--- src/tai_pkg.sv ---
// Package with register map, field positions and reset values for the target address block.
// Operation
// A 10-bit target-address field at bits 9 to 0 holds the address of the device to be addressed.
// The address is right-justified so its least significant bit sits at bit 0.
// The target address is used only in master operation and ignored in target operation.
// In 7-bit addressing bit 6 is the most significant bit and bits 9 to 7 are ignored.
// In 10-bit addressing bit 9 is the most significant bit and all ten bits are used.
// Event enables sit at bit 3 nack, bit 2 stop, bit 1 start, bit 0 arbitration lost, reset 0.
// Each instance has a receive enable at bit 2 and a transmit enable at bit 3, reset disabled.
// The transmit flag resets to 1 and sets on empty buffer, receive sets on a full character.
package tai_pkg;

  localparam logic [11:0] TAI_OFS_TADDR  = 12'h000;
  localparam logic [11:0] TAI_OFS_EVT_IE = 12'h004;
  localparam logic [11:0] TAI_OFS_I0_IE  = 12'h008;
  localparam logic [11:0] TAI_OFS_I0_IFG = 12'h00c;
  localparam logic [11:0] TAI_OFS_I1_IE  = 12'h010;
  localparam logic [11:0] TAI_OFS_I1_IFG = 12'h014;
  localparam logic [11:0] TAI_OFS_EVT_ST = 12'h018;
  localparam logic [11:0] TAI_OFS_EVT_CLR = 12'h01c;

  localparam int TAI_ADDR_W   = 10;
  localparam int TAI_BIT_NACK = 3;
  localparam int TAI_BIT_STOP = 2;
  localparam int TAI_BIT_STRT = 1;
  localparam int TAI_BIT_ARBL = 0;
  localparam int TAI_BIT_TX   = 3;
  localparam int TAI_BIT_RX   = 2;

  localparam logic [9:0] TAI_RST_TADDR = 10'h000;
  localparam logic [3:0] TAI_RST_EVT_IE = 4'h0;
  localparam logic [1:0] TAI_RST_INST_IE = 2'h0;
  localparam logic [3:0] TAI_RST_EVT_ST = 4'h0;
  localparam logic [31:0] TAI_RST_PRDATA = 32'h00000000;
  localparam int TAI_INST_N = 2;
  // Transmit flag high, receive flag low after reset.
  localparam logic [1:0] TAI_RST_INST_IFG = 2'h2;

  // Per-instance buffer events from the controller core.
  typedef struct packed {
    logic tx_empty;
    logic rx_full;
  } tai_buf_evt_t;

  // Bus events from the controller core, bit order as the enable layout.
  typedef struct packed {
    logic nack;
    logic stop;
    logic start;
    logic arb_lost;
  } tai_bus_evt_t;

endpackage

--- src/tai_regs.sv ---
// Target address, event enables and per-instance flag registers on APB.
//
// The APB interface to the registers and the address map were decided locally.
`timescale 1ns/100ps
module tai_regs
  import tai_pkg::*;
(
  // Clock and reset
  input  wire logic         ref_clk,
  input  wire logic         sys_rst,
  // APB slave
  input  wire logic         psel,
  input  wire logic         penable,
  input  wire logic         pwrite,
  input  wire logic [11:0]  paddr,
  input  wire logic [31:0]  pwdata,
  output logic              pready,
  output logic [31:0]       prdata,
  output logic              pslverr,
  // Controller core status
  input  wire logic         master_mode,
  input  wire logic         addr_10bit,
  input  wire tai_bus_evt_t bus_evt,
  input  wire tai_buf_evt_t inst0_evt,
  input  wire tai_buf_evt_t inst1_evt,
  // Outputs to the core and interrupt controller
  output logic [9:0]        target_addr,
  output logic              target_addr_valid,
  output logic              irq
);

  // Register state. Each instance pair is packed as {tx, rx}.
  logic [9:0]      target_address_field_ff;
  logic [3:0]      evt_ie_ff;
  logic [31:0]     prdata_ff;

  // Register outputs gathered from the per-bit and per-instance blocks.
  wire [3:0]       evt_st_q;
  wire [1:0][1:0]  inst_ie_q;
  wire [1:0][1:0]  inst_ifg_q;

  // Next-state values of the shared registers.
  wire [9:0]       nxt_target_address_field;
  wire [3:0]       nxt_evt_ie;
  wire [31:0]      nxt_prdata;

  // Compares a bus address against one register offset.
  function automatic logic addr_hit(
    input logic [11:0] addr,
    input logic [11:0] ofs
  );
    return addr == ofs;
  endfunction

  // Places an instance pair at its bit positions in a data word.
  function automatic logic [7:0] inst_byte(input logic [1:0] v);
    logic [7:0] b;
    b = 8'h00;
    b[TAI_BIT_TX] = v[1];
    b[TAI_BIT_RX] = v[0];
    return b;
  endfunction

  // Pulls an instance pair out of a write data word.
  function automatic logic [1:0] inst_pick(input logic [31:0] d);
    return {d[TAI_BIT_TX], d[TAI_BIT_RX]};
  endfunction

  // Bus phases. Read data is captured in the setup cycle, so that it
  // stands through the whole access phase and no wait state is needed.
  wire setup_ph = psel & ~penable;
  wire access   = psel & penable;
  wire wr_en    = access & pwrite;
  wire rd_setup = setup_ph & ~pwrite;

  // Register selects for the shared registers.
  wire hit_ta  = addr_hit(paddr, TAI_OFS_TADDR);
  wire hit_eie = addr_hit(paddr, TAI_OFS_EVT_IE);
  wire hit_est = addr_hit(paddr, TAI_OFS_EVT_ST);
  wire hit_ecl = addr_hit(paddr, TAI_OFS_EVT_CLR);

  // Write strobes for the shared registers.
  wire wr_ta  = wr_en & hit_ta;
  wire wr_eie = wr_en & hit_eie;
  wire wr_ecl = wr_en & hit_ecl;

  // Write data split into the fields that the registers keep.
  wire [9:0] wd_taddr = pwdata[TAI_ADDR_W-1:0];
  wire [3:0] wd_evt   = pwdata[3:0];
  wire [1:0] wd_inst  = inst_pick(pwdata);

  // Per-instance selects and set events.
  wire [1:0] inst_hit_ie;
  wire [1:0] inst_hit_if;
  wire [3:0] inst_set_bus = {inst1_evt, inst0_evt};

  genvar g;
  generate
    for (g = 0; g < TAI_INST_N; g = g + 1) begin : g_inst
      localparam logic [11:0] OFS_IE  = (g == 0) ? TAI_OFS_I0_IE : TAI_OFS_I1_IE;
      localparam logic [11:0] OFS_IFG = (g == 0) ? TAI_OFS_I0_IFG : TAI_OFS_I1_IFG;

      logic [1:0] ie_ff;
      logic [1:0] ifg_ff;
      wire  [1:0] set_now = inst_set_bus[2*g +: 2];
      wire        wr_ie   = wr_en & inst_hit_ie[g];
      wire        wr_if   = wr_en & inst_hit_if[g];

      assign inst_hit_ie[g] = addr_hit(paddr, OFS_IE);
      assign inst_hit_if[g] = addr_hit(paddr, OFS_IFG);

      // instance enables
      wire [1:0] nxt_ie = wr_ie ? wd_inst : ie_ff;

      // flag set wins
      // Software may clear a flag, but a buffer event in the same cycle
      // keeps it set, so no event is lost to a late clear.
      wire [1:0] nxt_ifg = (wr_if ? wd_inst : ifg_ff) | set_now;

      always_ff @(posedge ref_clk or posedge sys_rst) begin
        if (sys_rst) begin
          ie_ff  <= TAI_RST_INST_IE;
          ifg_ff <= TAI_RST_INST_IFG;
        end else begin
          ie_ff  <= nxt_ie;
          ifg_ff <= nxt_ifg;
        end
      end

      assign inst_ie_q[g]  = ie_ff;
      assign inst_ifg_q[g] = ifg_ff;
    end
  endgenerate

  // Sticky bus event status, one flop per event.
  generate
    for (g = 0; g < 4; g = g + 1) begin : g_evt
      logic st_ff;

      // Write-one-to-clear; an event in the same cycle as its clear stays set.
      wire clr_now = wr_ecl & wd_evt[g];
      wire nxt_st  = (st_ff & ~clr_now) | bus_evt[g];

      always_ff @(posedge ref_clk or posedge sys_rst) begin
        if (sys_rst) begin
          st_ff <= TAI_RST_EVT_ST[g];
        end else begin
          st_ff <= nxt_st;
        end
      end

      assign evt_st_q[g] = st_ff;
    end
  endgenerate

  // Named fields of the enable and flag registers.
  wire nack_irq_enable       = evt_ie_ff[TAI_BIT_NACK];
  wire stop_cond_irq_enable  = evt_ie_ff[TAI_BIT_STOP];
  wire start_cond_irq_enable = evt_ie_ff[TAI_BIT_STRT];
  wire arb_lost_irq_enable   = evt_ie_ff[TAI_BIT_ARBL];
  wire inst0_tx_irq_enable   = inst_ie_q[0][1];
  wire inst0_rx_irq_enable   = inst_ie_q[0][0];
  wire inst1_tx_irq_enable   = inst_ie_q[1][1];
  wire inst1_rx_irq_enable   = inst_ie_q[1][0];
  wire inst0_tx_flag         = inst_ifg_q[0][1];
  wire inst0_rx_flag         = inst_ifg_q[0][0];
  wire inst1_tx_flag         = inst_ifg_q[1][1];
  wire inst1_rx_flag         = inst_ifg_q[1][0];

  // Every access ends in one cycle; unmapped addresses answer with an error.
  wire mapped = hit_ta | hit_eie | hit_est | hit_ecl | (|inst_hit_ie) | (|inst_hit_if);

  assign pready  = 1'b1;
  assign pslverr = access & ~mapped;
  assign prdata  = prdata_ff;

  // ten-bit field
  // right-justified
  assign nxt_target_address_field = wr_ta ? wd_taddr : target_address_field_ff;

  always_ff @(posedge ref_clk or posedge sys_rst) begin
    if (sys_rst) begin
      target_address_field_ff <= TAI_RST_TADDR;
    end else begin
      target_address_field_ff <= nxt_target_address_field;
    end
  end

  // event enables
  assign nxt_evt_ie = wr_eie ? wd_evt : evt_ie_ff;

  always_ff @(posedge ref_clk or posedge sys_rst) begin
    if (sys_rst) begin
      evt_ie_ff <= TAI_RST_EVT_IE;
    end else begin
      evt_ie_ff <= nxt_evt_ie;
    end
  end

  // Read words per register; reserved bits read as zero.
  wire [31:0] rd_taddr  = {22'h000000, target_address_field_ff};
  wire [31:0] rd_evt_ie = {28'h0000000, evt_ie_ff};
  wire [31:0] rd_evt_st = {28'h0000000, evt_st_q};
  wire [31:0] rd_i0_ie  = {24'h000000, inst_byte(inst_ie_q[0])};
  wire [31:0] rd_i0_ifg = {24'h000000, inst_byte(inst_ifg_q[0])};
  wire [31:0] rd_i1_ie  = {24'h000000, inst_byte(inst_ie_q[1])};
  wire [31:0] rd_i1_ifg = {24'h000000, inst_byte(inst_ifg_q[1])};

  // The clear register is write-only and reads as zero, like unmapped space.
  wire [31:0] rd_mux =
      hit_ta         ? rd_taddr  :
      hit_eie        ? rd_evt_ie :
      inst_hit_ie[0] ? rd_i0_ie  :
      inst_hit_if[0] ? rd_i0_ifg :
      inst_hit_ie[1] ? rd_i1_ie  :
      inst_hit_if[1] ? rd_i1_ifg :
      hit_est        ? rd_evt_st : 32'h00000000;

  assign nxt_prdata = rd_setup ? rd_mux : prdata_ff;

  always_ff @(posedge ref_clk or posedge sys_rst) begin
    if (sys_rst) begin
      prdata_ff <= TAI_RST_PRDATA;
    end else begin
      prdata_ff <= nxt_prdata;
    end
  end

  // seven-bit mode
  wire [9:0] addr_7bit = {3'h0, target_address_field_ff[6:0]};

  // ten-bit mode
  wire [9:0] addr_full = target_address_field_ff;

  wire [9:0] addr_sel = addr_10bit ? addr_full : addr_7bit;

  // master only
  // The core sees zero while it acts as a target, so a stale target
  // address can never leak into its own-address matching.
  assign target_addr       = master_mode ? addr_sel : 10'h000;
  assign target_addr_valid = master_mode;

  // enabled flags only
  wire evt_irq = (evt_st_q[TAI_BIT_NACK] & nack_irq_enable)
               | (evt_st_q[TAI_BIT_STOP] & stop_cond_irq_enable)
               | (evt_st_q[TAI_BIT_STRT] & start_cond_irq_enable)
               | (evt_st_q[TAI_BIT_ARBL] & arb_lost_irq_enable);
  wire inst0_irq = (inst0_tx_flag & inst0_tx_irq_enable)
                 | (inst0_rx_flag & inst0_rx_irq_enable);
  wire inst1_irq = (inst1_tx_flag & inst1_tx_irq_enable)
                 | (inst1_rx_flag & inst1_rx_irq_enable);

  // A level output: it stays high until software clears the flag or the
  // enable, so a slow interrupt controller cannot miss it.
  assign irq = evt_irq | inst0_irq | inst1_irq;

endmodule

--- config.mk ---
export PLATFORM = sky130hd
export DESIGN_NAME = tai_regs
export DESIGN_NICKNAME = d
export VERILOG_FILES = /design/src/tai_pkg.sv /design/src/tai_regs.sv
export SDC_FILE = /design/constraint.sdc
export NUM_CORES = 1
export LEC_CHECK = 0
export ABC_AREA = 1
export BUFFER_PORTS_ARGS = -buffer_cell sky130_fd_sc_hd__buf_2
export CAP_MARGIN = 20
export CORE_MARGIN = 1
export CORE_UTILIZATION = 30
export CTS_BUF_LIST = sky130_fd_sc_hd__clkbuf_4 sky130_fd_sc_hd__clkbuf_8 sky130_fd_sc_hd__clkbuf_16
export CTS_CLUSTER_SIZE = 8
export DETAILED_ROUTE_END_ITERATION = 10
export HOLD_SLACK_MARGIN = 0.1
export SYNTH_ARGS = -nofsm -noshare
export SYNTH_HDL_FRONTEND = slang
export SYNTH_SLANG_ARGS = --single-unit
--- constraint.sdc ---
create_clock -name ref_clk -period 1.8 [get_ports ref_clk]
set_clock_uncertainty 0.2 [all_clocks]
set_input_delay 0.27 -clock ref_clk [delete_from_list [all_inputs] [get_ports ref_clk]]
set_output_delay 0.27 -clock ref_clk [all_outputs]
set_load 0.01 [all_outputs]
# Yosys cells after proc, flatten, opt, wreduce, memory -nomap -nowiden
# Index checks and enable logic that the tools add are counted.
dict set report word_totals {
  wordCells 85
  out_inout_bits 46
  latch_bits 0
  inputBits 59
  mem_bits_rw 0
  romBits 0
  memories 0
  regBits 58
}
dict set report classes {
  n_reduce_logical 3
  n_mul 0
  n_shift 0
  n_eq_ne 7
  addsub 0
  n_mux 11
  bitwise_logic 53
  order_cmp 0
  div_mod_pow 0
}
# cell count
set ops {}
lappend ops {{$eq 12x5->1 const B} 4}
lappend ops {{$mux 10} 3}
lappend ops {{$and 1x1->1} 28}
lappend ops {{$eq 12x4->1 const B} 2}
lappend ops {{$mux 4} 6}
lappend ops {{$or 1x1->1} 16}
lappend ops {{$eq 12x3->1 const B} 1}
lappend ops {{$logic_not 12->1} 1}
lappend ops {{$not 1->1} 7}
lappend ops {{$mux 2} 2}
lappend ops {{$or 2x2->2} 2}
lappend ops {{$reduce_or 2->1} 2}

# Depth between registers and ports, before layout
dict set report logic_depth {
  word_depth 8
  mapped_depth 11
  ltp_nobuf 11
}

# Worst setup path after synthesis
# No wires, ideal clock.
dict set report synth_path {
  path_type {input to output}
  start {in paddr[11]}
  end {out pslverr}
  path_stages 8
  t_arrival_ns 1.268
  required_ns 1.330
  path_slack_ns 0.062
  n_path_buf 0
  cell_sequence {nor2_1 nand2_2 nor2_8 nand2_4 inv_6 nor2_1 nand2_1 nor4b_1}
}
dict set report synth_between {
  elab_chain_len 8
  elab_cells_between_ends 17
  classes_between {7 x eq/ne; 7 x bitwise; 3 x reduce/logical}
}
# element line
set synth_lines {}
lappend synth_lines {{from (decl)} tai_regs.sv:15} ;# input wire logic [11:0] paddr,
lappend synth_lines {{$eq 12x3->1 / $logic_not 12->1 (equally long branches)} tai_regs.sv:52} ;# return addr == ofs;
lappend synth_lines {{$or 1x1->1 (4 in series)} tai_regs.sv:171} ;# wire mapped = hit_ta | hit_eie | hit_est | hit_ecl | (|inst_hit_ie) | (|inst_hit_if);
lappend synth_lines {{$or 1x1->1 (*)} tai_regs.sv:171}
lappend synth_lines {{$not 1->1 (*)} tai_regs.sv:174} ;# assign pslverr = access & ~mapped;
lappend synth_lines {{$and 1x1->1 (*)} tai_regs.sv:174}
lappend synth_lines {{to (decl)} tai_regs.sv:19} ;# output logic pslverr,
# Every way passes the cells marked *; elsewhere a longest branch is shown, timed or not.

# Final worst setup path
dict set report layout_path {
  start {reg g_inst[1].ifg_ff[0]}
  end {out irq}
}
dict set report layout_between {
  elab_chain_len 3
}
# element line
set layout_lines {}
lappend layout_lines {{from (decl)} tai_regs.sv:104} ;# logic [1:0] ifg_ff;
lappend layout_lines {{from (signal assigned)} tai_regs.sv:126} ;# ifg_ff <= nxt_ifg;
lappend layout_lines {{$and 1x1->1} tai_regs.sv:251} ;# | (inst1_rx_flag & inst1_rx_irq_enable);
lappend layout_lines {{$or 1x1->1} tai_regs.sv:251}
lappend layout_lines {{$or 1x1->1} tai_regs.sv:255} ;# assign irq = evt_irq | inst0_irq | inst1_irq;
lappend layout_lines {{to (decl)} tai_regs.sv:29} ;# output logic irq
# No other way between the ends.

==> reports/metrics.cfg <==
[global_routing]
grt_usage_pct=13.8
grt_max_degree=37
grt_overflow=0
grt_pass1_wl_microns=8050
grt_pass1_vias=1805
antenna_found_initial=0

[routing]
drt_iter0_drc=52
wl_per_cell_microns=10.5
vias_per_cell=4.19
vias=1957
drt-pass1-iter-count=4
drt_wl_total_microns=4920
ant_nets=0
drc=0

[power_and_ir_drop]
power_leakage_nw=1.60
vdd_ir_drop_max_mv=0.312
p_per_area_nw_per_um2=552

[layout]
final_common_cell=nand2_1
stdcell_count=467
area_delta_synth_final_pct=38.2
drive_above_1_share_pct=34.2
final_nets=429
layout_common_cells=nand2_1 (63), buf_2 (58), inv_1 (35)
diodes=0
fillers=697

[clock_network]
clk_path_buf_depth=2
root_buffer=clkbuf_8
insertion_delay_ns=0.28
cts.clk_slew.worst_paths_ns=0.07
cts_made_buffers=5
cts_max_level=2
cts.sinks=36
cts_tree=built

[sta]
fmaxAchievable_ghz=0.554
fin_crit_sh_pct=100
finalWorstSetupSlack_ns=-0.00631
hold_viol=0
drv_slew=0
setup_violations=1
rsz0062_at_grt=true
min_period_ns=1.81
whs_ns=0.154

[placement]
post-place-cells=436
dp_hpwl_microns=3670
gp_congestion=0.903
portBuffers=59

[worst_setup_path]
r2r-end=prdata[2]
crit_slowest_cell=dfrtp_1
path_max_fanout=2
timing_worst_setup_path_type=register to output port
cp-start-kind=register
critPathArrivalTime_ns=1.34
cpPeakStageDelay_ns=0.39
ff2ff_setup_slack_ns=0.45
worst-path-stages=5
end_kind=output port
crit_chain=nand2_1, nand3_2, a221oi_2, o2111ai_1, buf_2
cpLargestDelayFamily=flip-flops
worst-r2r-cell-count=7
required_ns=1.33
cp_num_buf_inv=1
rr_startpoint=g_inst[1].ifg_ff[0]

[floorplanning]
die_y_microns=86.1
die_w_microns=86.1
rows=30
initial_core_util_pct=31.2
core_region_area_sq_um=6790
ios=105
die_area_sq_um=7410

[synthesis]
synth_xor_area_share_pct=0
syn_area_per_cell_sq_um=7.85
synthSimpleGateAreaFrac_pct=27.5
ys_warn_count=0
yosysSeqAreaShare_pct=42.6
synth_top_family_by_area=simple AND/OR/NAND/NOR gates
synth-adder-area-share_pct=0
syn_inst=270
synth.distinct_cells=31
synth_edf_count=0
synthArstFlopShare_pct=100
synth_seq_cells=36
synthesis.area_sq_um=2120
synth_mux_area_share_pct=1.42
yosys_most_used_dff=dfrtp_1
synth_compound_area_share_pct=11.6

[outcome]
outcome=finished with violations
failed_checks=negative setup slack

[flow_run]
maxCapViolations=0

[worst_hold_path]
hold_path.class=input pin to register
hold-path-cell-count=3
hold_path_startpoint=pwdata[2]
min_to=addr_full[2]

==> where the power goes <==
group	switching [W]	total, W	internal (W)	leakage, nW
Combinational	0.000112	0.000193	0.0000811	1.11
Sequential	0.000000421	0.000810	0.000809	0.444
Clock	0.000287	0.000613	0.000326	0.0479
Total	0.000399	0.00162	0.00122	1.60
==> repair_timing <==
item	4_1_cts	5_1_grt
endpoints found under the hold margin	50	0
gates resized for setup	3	13
pin swaps	3	6
hold buffers	17	0
setup endpoints to repair	2	2
setup buffers	2	4
==> tightest hold or removal path, stage by stage <==
cell	delay, ns
buf_2	0.07
inv_1	0.11
o21ai_2	0.15
==> Yosys cell counts, types with 2 or more instances <==
master    count  area (sq um)
nor2_8        2          40.0
o21ai_2       4          35.0
inv_1        37           139
clkbuf_1      2          7.51
o21ai_0      16          80.1
a21oi_2       4          35.0
nand4_1       3          18.8
dfstp_2       2          52.6
a21oi_1       5          25.0
o21ai_1       3          15.0
nor3_1        2          10.0
o31ai_1       4          30.0
nor2_1       27           101
conb_1        2          7.51
nand3_1      17          85.1
buf_4        24           180
nand2_1      64           240
mux2_4        2          30.0
nand2_2       2          12.5
dfrtp_1      34           851
nor2_2        4          25.0
==> registers in the layout (all words and copies together), names as in the netlist <==
register and cells:
addr_full 10, prdata 10, evt_ie_ff 4, g_evt.st_ff 4, g_inst.ie_ff 4, g_inst.ifg_ff 4
==> cells by family after synthesis <==
group	after synthesis
other	2
muxes	2
DFF	36
buffers and inverters	66
and+or+nand+nor	125
AOI/OAI and AO/OA	39
==> stage by stage <==
stage                     TNS (ns)  utilization [%]  cell area, sq um  total power (W)  worst slack, ns
after global routing        -0.105             43.1              2930          0.00169           -0.103
final                     -0.00631             43.1              2930          0.00162         -0.00631
after floorplan                  0                -              2200         0.000946           0.0625
after detailed placement   -0.0509             37.6              2550         0.000981          -0.0483
after global placement     -0.0517             37.6              2550         0.000979          -0.0517
after CTS                  -0.0421             42.0              2860          0.00162          -0.0421
==> how the worst max path moves through the flow <==
stage                        startpoint      end  slack [ns]
floorplan                     paddr[11]  pslverr        0.06
global placement              paddr[11]  pslverr       -0.05
detailed placement            paddr[11]  pslverr       -0.05
CTS                  g_inst[0].ie_ff[1]      irq       -0.04
global route         g_inst[0].ie_ff[1]      irq       -0.10
finish              g_inst[1].ifg_ff[0]      irq      -0.006
==> final cells by class <==
cell class                      instances  area, sq um  share of cell area (%)
Multi-Input combinational cell        189         1000                    34.1
Sequential cell                        36          903                    30.8
Timing Repair Buffer                   99          657                    22.4
Inverter                               39          151                    5.17
Tap cell                               96          120                    4.10
Clock buffer                            7         90.1                    3.08
Clock inverter                          1         7.51                   0.256
==> per-layer routing <==
metal  track usage, %  part of all wire (%)  up-vias
met5                0                     0        -
met4             3.18                  0.89        0
met3             3.37                   4.2        6
met2             23.5                    49       51
met1             17.6                    46      895
li1                 -                     -     1005
Note: power is estimated with default switching activity, not from simulation.
